**config.mk**
```make
export PLATFORM = sky130hd
export DESIGN_NAME = ips_top
export DESIGN_NICKNAME = d
export VERILOG_FILES = /design/src/include/ips_pkg.sv /design/src/verilog/ips_pick.sv /design/src/verilog/ips_top.sv
export SDC_FILE = /design/constraint.sdc
export NUM_CORES = 1
export LEC_CHECK = 0
export ABC_AREA = 0
export BUFFER_PORTS_ARGS = -buffer_cell sky130_fd_sc_hd__buf_4
export CAP_MARGIN = 30
export CELL_PAD_IN_SITES_DETAIL_PLACEMENT = 2
export CELL_PAD_IN_SITES_GLOBAL_PLACEMENT = 2
export CORE_MARGIN = 4
export CORE_UTILIZATION = 25
export CTS_CLUSTER_SIZE = 16
export DETAILED_ROUTE_END_ITERATION = 7
export MAX_ROUTING_LAYER = met4
export PLACE_DENSITY_LB_ADDON = 0.1
export SETUP_SLACK_MARGIN = 0.5
export SLEW_MARGIN = 20
export SYNTH_ARGS = -nofsm -noshare
export SYNTH_HDL_FRONTEND = slang
export SYNTH_SLANG_ARGS = --single-unit
```
**constraint.sdc**
```tcl
create_clock -name mclk -period 2.1 [get_ports mclk]
set_input_delay 0.105 -clock mclk [delete_from_list [all_inputs] [get_ports mclk]]
set_output_delay 0.105 -clock mclk [all_outputs]
set_load 0.01 [all_outputs]
```
**src/include/ips_pkg.sv**
```systemverilog
`default_nettype none
package ips_pkg;
    // Register index of the priority register on the plain register port
    localparam logic [7:0] PRIO_ADDR = 8'h00;
    // Status register reporting the active service levels
    localparam logic [7:0] STAT_ADDR = 8'h01;
    localparam int NUM_SRC = 5;
    localparam int BIT_EXT_A = 0;
    localparam int BIT_TIMER_A = 1;
    localparam int BIT_EXT_B = 2;
    localparam int BIT_TIMER_B = 3;
    localparam int BIT_SERIAL = 4;
    localparam logic [2:0] UNUSED_READ = 3'h4;
    localparam logic [4:0] PRIO_RESET = 5'h00;
    localparam logic [2:0] NO_SRC = 3'h7;
endpackage
`default_nettype wire

```
**src/verilog/ips_pick.sv**
```systemverilog
`default_nettype none
// Fixed-order pick of the lowest-numbered set request
module ips_pick #(
    parameter int N = 5
) (
    input wire logic [N-1:0] req,
    output logic found,
    output logic [2:0] idx
);
    always_comb begin
        found = 1'b0;
        idx = 3'h0;
        for (int i = N - 1; i >= 0; i--) begin
            if (req[i]) begin
                found = 1'b1;
                idx = 3'(i);
            end
        end
    end
endmodule
`default_nettype wire

```
**src/verilog/ips_top.sv**
```systemverilog
`default_nettype none
// Overview of operation
// - Bit 4 sets serial port priority
// - Bit 3 sets second timer priority
// - Bit 2 sets second external input priority
// - Bit 1 sets first timer priority
// - Bit 0 sets first external input priority
// - Upper three bits read 100, writes ignored
module ips_top (
    input wire logic mclk,
    input wire logic srst,
    input wire logic [7:0] reg_addr,
    input wire logic [7:0] reg_wdata,
    input wire logic reg_wr,
    input wire logic reg_rd,
    output logic [7:0] reg_rdata,
    input wire logic [4:0] irq_pending,
    input wire logic irq_ack,
    input wire logic irq_return,
    output logic irq_req,
    output logic [2:0] irq_src,
    output logic irq_src_high,
    output logic serial_irq_priority_sel,
    output logic timer_b_irq_priority_sel,
    output logic ext_irq_b_priority_sel,
    output logic timer_a_irq_priority_sel,
    output logic ext_irq_a_priority_sel
);
    logic [4:0] prio;
    logic [4:0] next_prio;
    logic [7:0] next_rdata;
    logic in_low, in_high, next_in_low, next_in_high;
    logic next_req, next_src_high;
    logic [2:0] next_src;
    logic hi_found, lo_found;
    logic [2:0] hi_idx, lo_idx;

    // Register port: only the five low bits hold state
    always_comb begin
        next_prio = prio;
        if (reg_wr && reg_addr == ips_pkg::PRIO_ADDR) begin
            next_prio = reg_wdata[4:0];
        end
        next_rdata = 8'h00;
        if (reg_rd && reg_addr == ips_pkg::PRIO_ADDR) begin
            next_rdata = {ips_pkg::UNUSED_READ, prio};
        end else if (reg_rd && reg_addr == ips_pkg::STAT_ADDR) begin
            next_rdata = {6'h00, in_high, in_low};
        end
    end

    ips_pick #(.N(ips_pkg::NUM_SRC)) u_hi (
        .req(irq_pending & prio),
        .found(hi_found),
        .idx(hi_idx)
    );
    ips_pick #(.N(ips_pkg::NUM_SRC)) u_lo (
        .req(irq_pending & ~prio),
        .found(lo_found),
        .idx(lo_idx)
    );

    // Nesting: one low and one high service may be live at a time
    always_comb begin
        next_in_low = in_low;
        next_in_high = in_high;
        if (irq_return) begin
            if (in_high) begin
                next_in_high = 1'b0;
            end else begin
                next_in_low = 1'b0;
            end
        end
        if (irq_ack && irq_req) begin
            if (irq_src_high) begin
                next_in_high = 1'b1;
            end else begin
                next_in_low = 1'b1;
            end
        end
        next_req = 1'b0;
        next_src = ips_pkg::NO_SRC;
        next_src_high = 1'b0;
        // Request drops the cycle after an ack so a served source is not re-offered
        if (!(irq_ack && irq_req) && !next_in_high) begin
            if (hi_found) begin
                next_req = 1'b1;
                next_src = hi_idx;
                next_src_high = 1'b1;
            end else if (lo_found && !next_in_low) begin
                next_req = 1'b1;
                next_src = lo_idx;
            end
        end
    end

    always_ff @(posedge mclk) begin
        if (srst) begin
            prio <= ips_pkg::PRIO_RESET;
            reg_rdata <= 8'h00;
            in_low <= 1'b0;
            in_high <= 1'b0;
            irq_req <= 1'b0;
            irq_src <= ips_pkg::NO_SRC;
            irq_src_high <= 1'b0;
            serial_irq_priority_sel <= 1'b0;
            timer_b_irq_priority_sel <= 1'b0;
            ext_irq_b_priority_sel <= 1'b0;
            timer_a_irq_priority_sel <= 1'b0;
            ext_irq_a_priority_sel <= 1'b0;
        end else begin
            prio <= next_prio;
            reg_rdata <= next_rdata;
            in_low <= next_in_low;
            in_high <= next_in_high;
            irq_req <= next_req;
            irq_src <= next_src;
            irq_src_high <= next_src_high;
            serial_irq_priority_sel <= next_prio[ips_pkg::BIT_SERIAL];
            timer_b_irq_priority_sel <= next_prio[ips_pkg::BIT_TIMER_B];
            ext_irq_b_priority_sel <= next_prio[ips_pkg::BIT_EXT_B];
            timer_a_irq_priority_sel <= next_prio[ips_pkg::BIT_TIMER_A];
            ext_irq_a_priority_sel <= next_prio[ips_pkg::BIT_EXT_A];
        end
    end
endmodule
`default_nettype wire
```
Yosys cells after proc, flatten, opt, wreduce, memory -nomap -nowiden
Index checks and enable logic that the tools add are counted.
- bitwise logic cells: 4
- equal/unequal tests: 1
- multiplexer cells: 35
- reduce and logical (&&, ||, !) cells: 12
- operators by type and width (operator ; count):
    3-bit two-way mux ; 12
    1-bit two-way mux ; 20
    5-bit bitwise AND ; 2
    8-bit by 1-bit equality test with 1-bit output (second input constant) ; 1
    8-bit logical NOT ; 1
    8-bit two-way mux ; 1
    1-bit logical AND ; 6
    5-bit two-way mux ; 1
    5-bit NOT ; 1
    2-bit OR reduction ; 2
    1-bit logical NOT ; 3
    2-bit two-way mux ; 1
    1-bit NOT ; 1
- logic and storage cells: 65
- output and inout bits: 18
- flip-flop bits (word level): 25
- bits of input ports: 27

Depth between registers and ports, before layout
Gate-level depths: netlist of the first run.
- depth in word-level cells: 10
- depth in mapped cells: 4
- depth with buffers taken out: 4

Cells and area by module
Synthesis of the first run repeated with hierarchy kept, for this count alone.
- cell total of the unflattened synthesis: 101
- area total of the unflattened synthesis: 920.9 µm²
- modules (own cells, without submodules) (module ; seq. area each (µm²) ; cells an instance ; area each (µm²) ; times used):
    ips_top ; 360.3 ; 85 ; 823.3 ; 1
    ips_pick ; 0.0 ; 8 ; 48.8 ; 2

Worst setup path after synthesis of the first run
OpenSTA, ideal clock, no wires.
- path type: register to register
- from: reg prio[1]
- to: reg irq_src[0]
- library setup time: 0.130 ns
- cell stages (with the launch flop): 5
- path buffers: 0
- required time: 1.970 ns
- arrival: 1.053 ns
- path slack: 0.917 ns
- clock period less this slack: 1.183 ns
- cell sequence: dfxtp_1 -> nand2b_1 -> and4_1 -> a211oi_1 -> a2bb2oi_1
- cells in the longest elaborated chain, start to end: 7
- elaborated cells between the ends (all ways): 14
- those cells by class: mux: 10; bitwise: 3; reduce/logical: 1
- ends and longest elaborated chain (element ; line ; text):
    start: declaration ; ips_top.sv:29 ; logic [4:0] prio;
    start signal: assignment ; ips_top.sv:99 ; prio <= ips_pkg::PRIO_RESET;
    start signal: assignment ; ips_top.sv:112 ; prio <= next_prio;
    5-bit NOT ; ips_top.sv:58 ; .req(irq_pending & ~prio),
    5-bit bitwise AND ; ips_top.sv:58 ;
    1-bit two-way mux (2 in a row) ; ips_pick.sv:14 ; if (req[i]) begin
    1-bit logical AND ; ips_top.sv:90 ; end else if (lo_found && !next_in_low) begin
    3-bit two-way mux ; ips_top.sv:90 ;
    3-bit two-way mux * ; ips_top.sv:86 ; if (hi_found) begin
    end signal: assignment ; ips_top.sv:104 ; irq_src <= ips_pkg::NO_SRC;
    end signal: assignment ; ips_top.sv:117 ; irq_src <= next_src;
    end: declaration ; ips_top.sv:21 ; output logic [2:0] irq_src,
Every way passes the cells marked *; elsewhere a longest branch is shown, timed or not.
A chain may end at the register's enable or synchronous reset.

Worst setup path in the final report of the first run
- from: reg in_high
- to: reg irq_src[0]
- cells in the longest elaborated chain, start to end: 8
- elaborated cells between the ends (all ways): 15
- those cells by class: mux: 9; bitwise: 1; reduce/logical: 5
- ends and longest elaborated chain (element ; line ; text):
    start: declaration ; ips_top.sv:32 ; logic in_low, in_high, next_in_low, next_in_high;
    start signal: assignment ; ips_top.sv:115 ; in_high <= next_in_high;
    1-bit two-way mux ; ips_top.sv:68 ; if (in_high) begin
    1-bit two-way mux ; ips_top.sv:67 ; if (irq_return) begin
    1-bit two-way mux ; ips_top.sv:75 ; if (irq_src_high) begin
    1-bit two-way mux ; ips_top.sv:74 ; if (irq_ack && irq_req) begin
    1-bit logical NOT ; ips_top.sv:90 ;
    1-bit logical AND ; ips_top.sv:90 ;
    3-bit two-way mux ; ips_top.sv:90 ;
    3-bit two-way mux ; ips_top.sv:86 ;
Parallel ways exist; a longest one is shown, timed or not.

==> results of run 1 <==
cell usage in the layout (no fill, tap or decap), drive strengths merged, types with 3 or more instances in the layout:
| cell | Yosys | final |
|---|---|---|
| o21ai | 4 | 4 |
| dfxtp | 18 | 18 |
| nand2 | 7 | 7 |
| nor2 | 9 | 9 |
| buf | 3 | 39 |
| mux2i | 7 | 7 |
| and2 | 3 | 3 |
| nor2b | 3 | 3 |
| nand2b | 6 | 6 |
| clkbuf | 0 | 3 |
cell type report:
class                           count  share of cell area, %
Timing Repair Buffer               39                   25.1
Sequential cell                    18                   30.8
Tap cell                           44                   4.71
Inverter                            1                  0.321
Multi-Input combinational cell     62                   37.2
Clock buffer                        3                   1.93
flip-flops by register name, summed over array words and instances, names as in the netlist:
signal and cells:
serial_irq_priority_sel 1, irq_src_high 1, irq_req 1, prio 4
in_high 1, reg_rdata 6, in_low 1, irq_src 3
metrics by stage:
step / hold WS [ns] / instance area [um2] / setup WS, ns
2_1_floorplan: 0.177 / 818 / 0.917
3_3_place_gp: 0.338 / 1150 / 0.816
3_5_place_dp: 0.344 / 1150 / 0.731
4_1_cts: 0.0278 / 1170 / 0.709
5_1_grt: 0.0208 / 1170 / 0.530
6_report: 0.0378 / 1170 / 0.724
worst reg2reg max path, cell delays in order, from the launching register on:
cell and delay [ns]:
dfxtp_1 0.34, nor2b_1 0.16, a211oi_1 0.44, nand2_1 0.15
a2bb2oi_1 0.17
kinds of logic after synthesis:
logic type,Yosys count,share of synthesized area (%)
AOI/OAI and AO/OA,17,14.4
buffers and inverters,4,2.92
DFF,18,44.2
muxes,7,8.60
other,1,0.460
and+or+nand+nor,36,29.3
report_power, final:
part | switching (mW) | internal [mW]
logic | 0.0428 | 0.0524
registers | 0.00497 | 0.350
clock network | 0.0975 | 0.0666
final timing paths:
check / cells past startpoint / slack (ns) / start / end
worst max-delay path: 4 / 0.72 / in_high / irq_src[0]
worst min-delay path: 2 / 0.04 / reg_addr[0] / reg_rdata[7]
worst max register to register: 4 / 0.72 / in_high / irq_src[0]
worst min register to register: 2 / 0.53 / in_low / reg_rdata[0]
per-layer routing:
layer	routed length (um)	vias up	track usage, %
li1	-	371	-
met1	1020	366	14.4
met2	1200	30	21.8
met3	155	4	3.47
met4	37	0	3.89
met5	0	-	-
==> flow_summary.ini, run 1 <==
[routing]
num_vias = 771
vias_per_cell = 4.62
firstDrtPassIters = 2
routed_wl_um = 2420
wire_per_inst_um = 14.5
drc_violation_count_after_routing = 0
drt.antenna.violating_nets = 0
drt-initial-drc-count = 7

[placed_design]
gp_congestion = 0.776
placedCellCount = 164
dpl.hpwl_um = 2040
io_buffer_count = 39

[power]
static-leakage-power_nw = 0.596
ir_worst_vdd_uv = 170
p_total_uw = 614
p_per_area_nw_per_um2 = 526

[synthesis]
yosys_warnings = 0
synth_largest_area_cell = dfxtp_1
synth.ff_latch_count = 18
synth_area_per_cell_um2 = 9.81
synth_most_common_cell = dfxtp_1
mappedNetlistArea_um2 = 815
yosysSeqAreaShare_pct = 44.2
postSynthCellCount = 83
ys.flop_type = dfxtp_1
synth_async_sr_flop_share_pct = 0
synth_common_cells = 18 x dfxtp_1, 8 x nor2_1, 7 x mux2i_1, 7 x nand2_1, 6 x nand2b_1
yosys-top-cells-area = dfxtp_1 44%, mux2i_1 8.6%, nand2b_1 4.6%, nor2_1 3.7%, nand2_1 3.2%
synth-edff-count = 0
synth_top_area_share_pct = 44.2
netlist-cell-type-count = 30

[floorplanning]
initial_core_utilization_pct = 26.5
floorplan.die.height_um = 65.1
fp.dieArea_um2 = 4240
design.core.area_um2 = 3080
rows = 20
floorplan.die.width_um = 65.1
floorplan.io_pins = 45

[sta]
period_minus_slack_ns = 1.38
final.period_utilization_pct = 65.5
setup_tns_ns = 0
timing_worst_slew_pin_value_ns = 0.523
maxSlewHeadroom_pct = 64.9
timing.final.hold_violations = 0
maxClockFrequency_ghz = 0.727
clock_skew_ns = 0.000723
maxSlewViolCount = 0
timing.final.setup_violations = 0
setup_repair_after_global_routing_missed_its_margin = no

[outcome]
status = complete, no violations

[cells_and_area]
utilization_pct = 38.0
layout-drive-gt1-share_pct = 38.2
n_fill_cell = 360
multi_input_area_um2 = 434
post_layout_nonfiller_instances = 167
area_growth_syn_to_layout_pct = 43.5
final_nets = 152
layout.area.seq_um2 = 360
antenna_cells = 0

[clocking]
cts-root-to-sink-buffers = 2
cts_hold_buf = 0
clk_pin_slew_worst_paths_ns = 0.09
cts-buffers-inserted = 3
post-cts-setup-buffers = 0
clock_root_buffer = clkbuf_4
cts_resized = 0
clkSinkCount = 18
insertion_delay_ns = 0.28
cts.htree.levels = 1
tritoncts = built

[critical_path]
buf_inv_on_cp = 0
sort_of_element_at_the_start_of_the_critical_path = flop
crit_arrival_ns = 1.55
critical-path-slowest-cell = a211oi_1
critPathTopFamily = compound AO/OA/AOI/OAI gates
critPathRequiredTime_ns = 2.27
timing.critical_path.to_type = flop
crit_chain = nor2b_1 > a211oi_1 > nand2_1 > a2bb2oi_1
path_max_fanout = 4
critical_path.max_stage_delay_ns = 0.44
critical_path_class = reg2reg

[global_routing]
vias_in_the_first_global_route = 837
grt_start_max_net_pins = 11
groute.usage.overall_pct = 12.7
grt_first_pass_wirelength_um = 4030
globalRoute.totalOverflow = 0
initial_antenna_violation_count = 0

[min_path]
hold_path.class = in2reg

[run]
maxCapViolCount = 0
Power figures use the tool's default switching activity.
==> inputs of run 2 (changes only) <==
--- a/config.mk
+++ b/config.mk
@@ -11,7 +11,7 @@
 export CELL_PAD_IN_SITES_DETAIL_PLACEMENT = 2
 export CELL_PAD_IN_SITES_GLOBAL_PLACEMENT = 2
 export CORE_MARGIN = 4
-export CORE_UTILIZATION = 25
+export CORE_UTILIZATION = 23
 export CTS_CLUSTER_SIZE = 16
 export DETAILED_ROUTE_END_ITERATION = 7
 export MAX_ROUTING_LAYER = met4
==> constraint.sdc (replaced) <==
create_clock -name mclk -period 1.4 [get_ports mclk]
set_input_delay 0.07 -clock mclk [delete_from_list [all_inputs] [get_ports mclk]]
set_output_delay 0.07 -clock mclk [all_outputs]
set_load 0.01 [all_outputs]
==> flow_summary.ini, run 2 (synthesis gave the netlist of run 1 again) <==
[clocking]
insertion_delay_ns = 0.30
clkSinkCount = 18
clk_pin_slew_worst_paths_ns = 0.11
cts-buffers-inserted = 3
cts-root-to-sink-buffers = 2
cts.htree.levels = 1
tritoncts = built
clock_root_buffer = clkbuf_4

[cells_and_area]
layout.area.seq_um2 = 383
layout_common_cells = 40 x buf_4, 10 x dfxtp_1, 10 x buf_6
largest_register_ffs = 6
most_frequent_standard_cell_in_the_layout_excluding_fill_and_tap_cells = buf_4
final_nets = 164
layout-drive-gt1-share_pct = 61.8
postLayoutCellArea_um2 = 1470
multi_input_area_um2 = 568
antenna_cells = 0
area_growth_syn_to_layout_pct = 80.6
biggestRegsByFlops = reg_rdata: 6 flops, prio: 4 flops, irq_src: 3 flops
post_layout_nonfiller_instances = 182
largest-register = reg_rdata
n_fill_cell = 362

[sta]
maxClockFrequency_ghz = 0.901
maxSlewViolCount = 0
period_minus_slack_ns = 1.11
final.period_utilization_pct = 79.2
setup_tns_ns = 0
timing.final.hold_violations = 0
clock_skew_ns = 0.00835
timing.final.setup_violations = 0
setup_repair_after_global_routing_missed_its_margin = yes

[floorplanning]
floorplan.die.height_um = 67.5
floorplan.die.width_um = 67.5
design.core.area_um2 = 3390
rows = 21
initial_core_utilization_pct = 24.0
floorplan.io_pins = 45
fp.dieArea_um2 = 4560

[routing]
drc_violation_count_after_routing = 0
drt-initial-drc-count = 15
wire_per_inst_um = 15.2
vias_per_cell = 4.60
drt.antenna.violating_nets = 0
firstDrtPassIters = 4
num_vias = 837
routed_wl_um = 2760

[global_routing]
vias_in_the_first_global_route = 949
groute.usage.overall_pct = 13.4
grt_first_pass_wirelength_um = 4450
grt_start_max_net_pins = 11
globalRoute.totalOverflow = 0
initial_antenna_violation_count = 0

[min_path]
min_delay_worst_endpoint = prio[2]
worstHoldStart = reg_wdata[2]
hold_path.class = in2reg
holdPathStages = 3

[placed_design]
gp_congestion = 0.747
placedCellCount = 166
io_buffer_count = 39
dpl-instance-area_um2 = 1220
dpl.hpwl_um = 2050

[critical_path]
setup.worst_path.start = prio[3]
timing.critical_path.to_type = flop
crit_arrival_ns = 1.30
critical_path_class = reg2reg
worstRegToRegCells = 4
regToRegSetupSlack_ns = 0.29
critPathRequiredTime_ns = 1.59
path_max_fanout = 5
sort_of_element_at_the_start_of_the_critical_path = flop
critical_path.reg2reg.endpoint = irq_src[0]
worst_r2r_startpoint = prio[3]

[power]
static-leakage-power_nw = 0.713
p_per_area_nw_per_um2 = 704
ir_worst_vdd_uv = 274

[run]
maxCapViolCount = 0

[outcome]
status = complete, no violations
-- run 2: worst max path at each step --
stage | to | slack, ns | cells after the start
after floorplan | irq_src[0] | 0.33 | 4
after global placement | irq_src[0] | 0.25 | 4
after detailed placement | prio[2] | 0.24 | 5
after CTS | irq_src[0] | 0.29 | 4
after global routing | irq_src[0] | 0.25 | 4
final | irq_src[0] | 0.29 | 4
-- run 2: through the flow --
stage | setup WS [ns] | total power [mW] | utilization (%) | hold slack [ns]
4_1_cts | 0.289 | 1.04 | 41.0 | 0.00261
6_report | 0.291 | 1.04 | 43.4 | 0.00999
3_3_place_gp | 0.251 | 0.695 | 35.9 | 0.309
3_5_place_dp | 0.245 | 0.700 | 35.9 | 0.312
2_1_floorplan | 0.326 | 0.606 | - | 0.142
5_1_grt | 0.249 | 1.09 | 43.4 | 0.0106
-- run 2: power breakdown --
| part | switching, mW | leakage (nW) | internal, mW | total [mW] |
|---|---|---|---|---|
| registers | 0.00885 | 0.152 | 0.517 | 0.525 |
| clock network | 0.166 | 0.0210 | 0.158 | 0.325 |
| logic | 0.0833 | 0.540 | 0.102 | 0.185 |
-- run 2: routing by layer --
layer	vias up	global-route usage (%)	wire, um
met5	-	-	0
li1	399	-	-
met1	408	14.8	1120
met2	28	23.7	1460
met3	2	2.66	164
met4	0	4.56	25
-- run 2: worst max-delay path: stages, from the launching register on --
cell and delay (ns):
dfxtp_4 0.37, nand2b_4 0.15, and4_4 0.21, a211oi_4 0.20
a2bb2oi_1 0.08
-- run 2: cell type report --
type	count	area share (%)
tap	46	3.91
multi-input combinational	62	38.6
sequential	18	26.0
inverter	1	0.255
timing repair buffer	51	28.7
clock buffer	4	2.47
-- run 2: timing repair --
action / in CTS / in global routing
endpoints found under the setup margin: 13 / 21
hold buffers: 1 / 0
endpoints found under the hold margin: 1 / 0
setup buffers: 8 / 3
pin swaps: 6 / 8
gates resized for setup: 17 / 12
==> inputs of run 3 (changes only) <==
--- a/config.mk
+++ b/config.mk
@@ -11,7 +11,7 @@
 export CELL_PAD_IN_SITES_DETAIL_PLACEMENT = 2
 export CELL_PAD_IN_SITES_GLOBAL_PLACEMENT = 2
 export CORE_MARGIN = 4
-export CORE_UTILIZATION = 23
+export CORE_UTILIZATION = 21
 export CTS_CLUSTER_SIZE = 16
 export DETAILED_ROUTE_END_ITERATION = 7
 export MAX_ROUTING_LAYER = met4
==> constraint.sdc (replaced) <==
create_clock -name mclk -period 1 [get_ports mclk]
set_input_delay 0.05 -clock mclk [delete_from_list [all_inputs] [get_ports mclk]]
set_output_delay 0.05 -clock mclk [all_outputs]
set_load 0.01 [all_outputs]
==> flow_summary.ini, run 3 (synthesis gave the netlist of run 1 again) <==
[cells_and_area]
area_growth_syn_to_layout_pct = 99.2
largest_register_ffs = 6
most_frequent_standard_cell_in_the_layout_excluding_fill_and_tap_cells = buf_4
largest-register = reg_rdata
postLayoutCellArea_um2 = 1620
layout-drive-gt1-share_pct = 74.1
antenna_cells = 0
biggestRegsByFlops = reg_rdata: 6 flops, prio: 4 flops, irq_src: 3 flops
final_nets = 171
layout_common_cells = 32 x buf_4, 26 x buf_6, 12 x dfxtp_2
post_layout_nonfiller_instances = 191

[power]
p_seq_share_pct = 45.2
p_sw_share_pct = 24.1
p_clk_share_pct = 36.6
static-leakage-power_nw = 0.784
comb_power_share_pct = 18.2
switchingPower_uw = 398
ir_worst_vdd_uv = 561
p_per_area_nw_per_um2 = 1020
internal_power_mw = 1.25

[sta]
setup_tns_ns = -0.411
maxSlewViolCount = 0
hold_slack_ns = 0.0116
clock_skew_ns = 0.00119
final.period_utilization_pct = 112
fin_ws_ns = -0.117
timing.final.hold_violations = 0
setup_repair_after_global_routing_missed_its_margin = yes
maxClockFrequency_ghz = 0.895
timing.final.setup_violations = 4
period_minus_slack_ns = 1.12

[critical_path]
sort_of_element_at_the_start_of_the_critical_path = flop
critical-path-slowest-cell = dfxtp_2
path_max_fanout = 3
crit_arrival_ns = 1.27
critPathRequiredTime_ns = 1.15
timing.critical_path.to_type = flop
critical_path.max_stage_delay_ns = 0.37
critical_path_class = reg2reg
crit_chain = nand2b_4 > and4_4 > a211oi_4 > a21o_1

[routing]
drt.antenna.violating_nets = 0
num_vias = 844
drt-initial-drc-count = 8
firstDrtPassIters = 4
drc_violation_count_after_routing = 0
vias_per_cell = 4.42
routed_wl_um = 2950
wire_per_inst_um = 15.5

[floorplanning]
floorplan.io_pins = 45
floorplan.die.width_um = 70.3
fp.dieArea_um2 = 4940
initial_core_utilization_pct = 21.9
floorplan.die.height_um = 70.3
rows = 22
design.core.area_um2 = 3720

[clocking]
insertion_delay_ns = 0.26
clkSinkCount = 18
tritoncts = built
clk_pin_slew_worst_paths_ns = 0.07
clock_root_buffer = clkbuf_8
cts-root-to-sink-buffers = 2
cts.htree.levels = 1
cts-buffers-inserted = 3

[placed_design]
io_buffer_count = 39
placedCellCount = 182
dp_slack_ns = -0.190
dpl-instance-area_um2 = 1360
gp_congestion = 0.687
dpl.hpwl_um = 2300

[global_routing]
grt_start_max_net_pins = 11
grt_first_pass_wirelength_um = 4840
globalRoute.totalOverflow = 0
vias_in_the_first_global_route = 962
groute.usage.overall_pct = 12.7
initial_antenna_violation_count = 0

[min_path]
hold_path.class = in2reg

[outcome]
status = finished with violations
violations_in_the_final_reports = setup timing

[run]
maxCapViolCount = 0
==> run 3: layout make-up <==
class | instances | area [um2]
well taps | 48 | 60.1
repair buffers | 58 | 533
flip-flops and latches | 18 | 390
multi-input cells | 62 | 581
fillers | 393 | 2090
clock buffers | 4 | 55.1
inverters | 1 | 3.75
==> run 3: worst max-delay path: cells and delay by family (launching register included) <==
kind             cells  cell delay (ns)
AO/OA/AOI/OAI        2             0.23
AND/OR/NAND/NOR      2             0.41
flip-flops           1             0.37
==> run 3: stage by stage <==
| step | power (mW) | utilization [%] |
|---|---|---|
| 2_1_floorplan | 0.857 | - |
| 3_3_place_gp | 1.00 | 36.5 |
| 3_5_place_dp | 1.01 | 36.5 |
| 4_1_cts | 1.63 | 41.9 |
| 5_1_grt | 1.75 | 43.7 |
| 6_report | 1.65 | 43.7 |
==> run 3: layer usage <==
metal / global-route usage, % / vias to the layer above / wire, um
li1: - / 408 / -
met1: 14.4 / 399 / 1250
met2: 21.9 / 32 / 1480
met3: 3.31 / 5 / 175
met4: 3.83 / 0 / 45
met5: - / - / 0
==> run 3: final timing paths <==
| path | from | end | slack, ns | cells after the start |
|---|---|---|---|---|
| hold reg to reg | in_low | reg_rdata[0] | 0.57 | 2 |
| setup reg to reg | prio[0] | irq_req | -0.12 | 4 |
| setup / recovery | prio[0] | irq_req | -0.12 | 4 |
| hold / removal | reg_addr[0] | reg_rdata[7] | 0.01 | 2 |
==> run 3: power groups by stage <==
| stage | logic [mW] | registers, mW | clock network, mW |
|---|---|---|---|
| final | 0.301 | 0.747 | 0.604 |
| after global routing | 0.323 | 0.751 | 0.672 |
| after CTS | 0.274 | 0.743 | 0.610 |
| after detailed placement | 0.254 | 0.757 | 0 |
| after global placement | 0.247 | 0.757 | 0 |
| after floorplan | 0.0925 | 0.764 | 0 |
==> run 3: repair_timing <==
| action | CTS | global route |
|---|---|---|
| hold buffers | 0 | 0 |
| resized for setup | 37 | 17 |
| pin swaps | 13 | 8 |
| setup buffers | 3 | 2 |
| gates cloned | 0 | 0 |
| setup endpoints to repair | 34 | 34 |
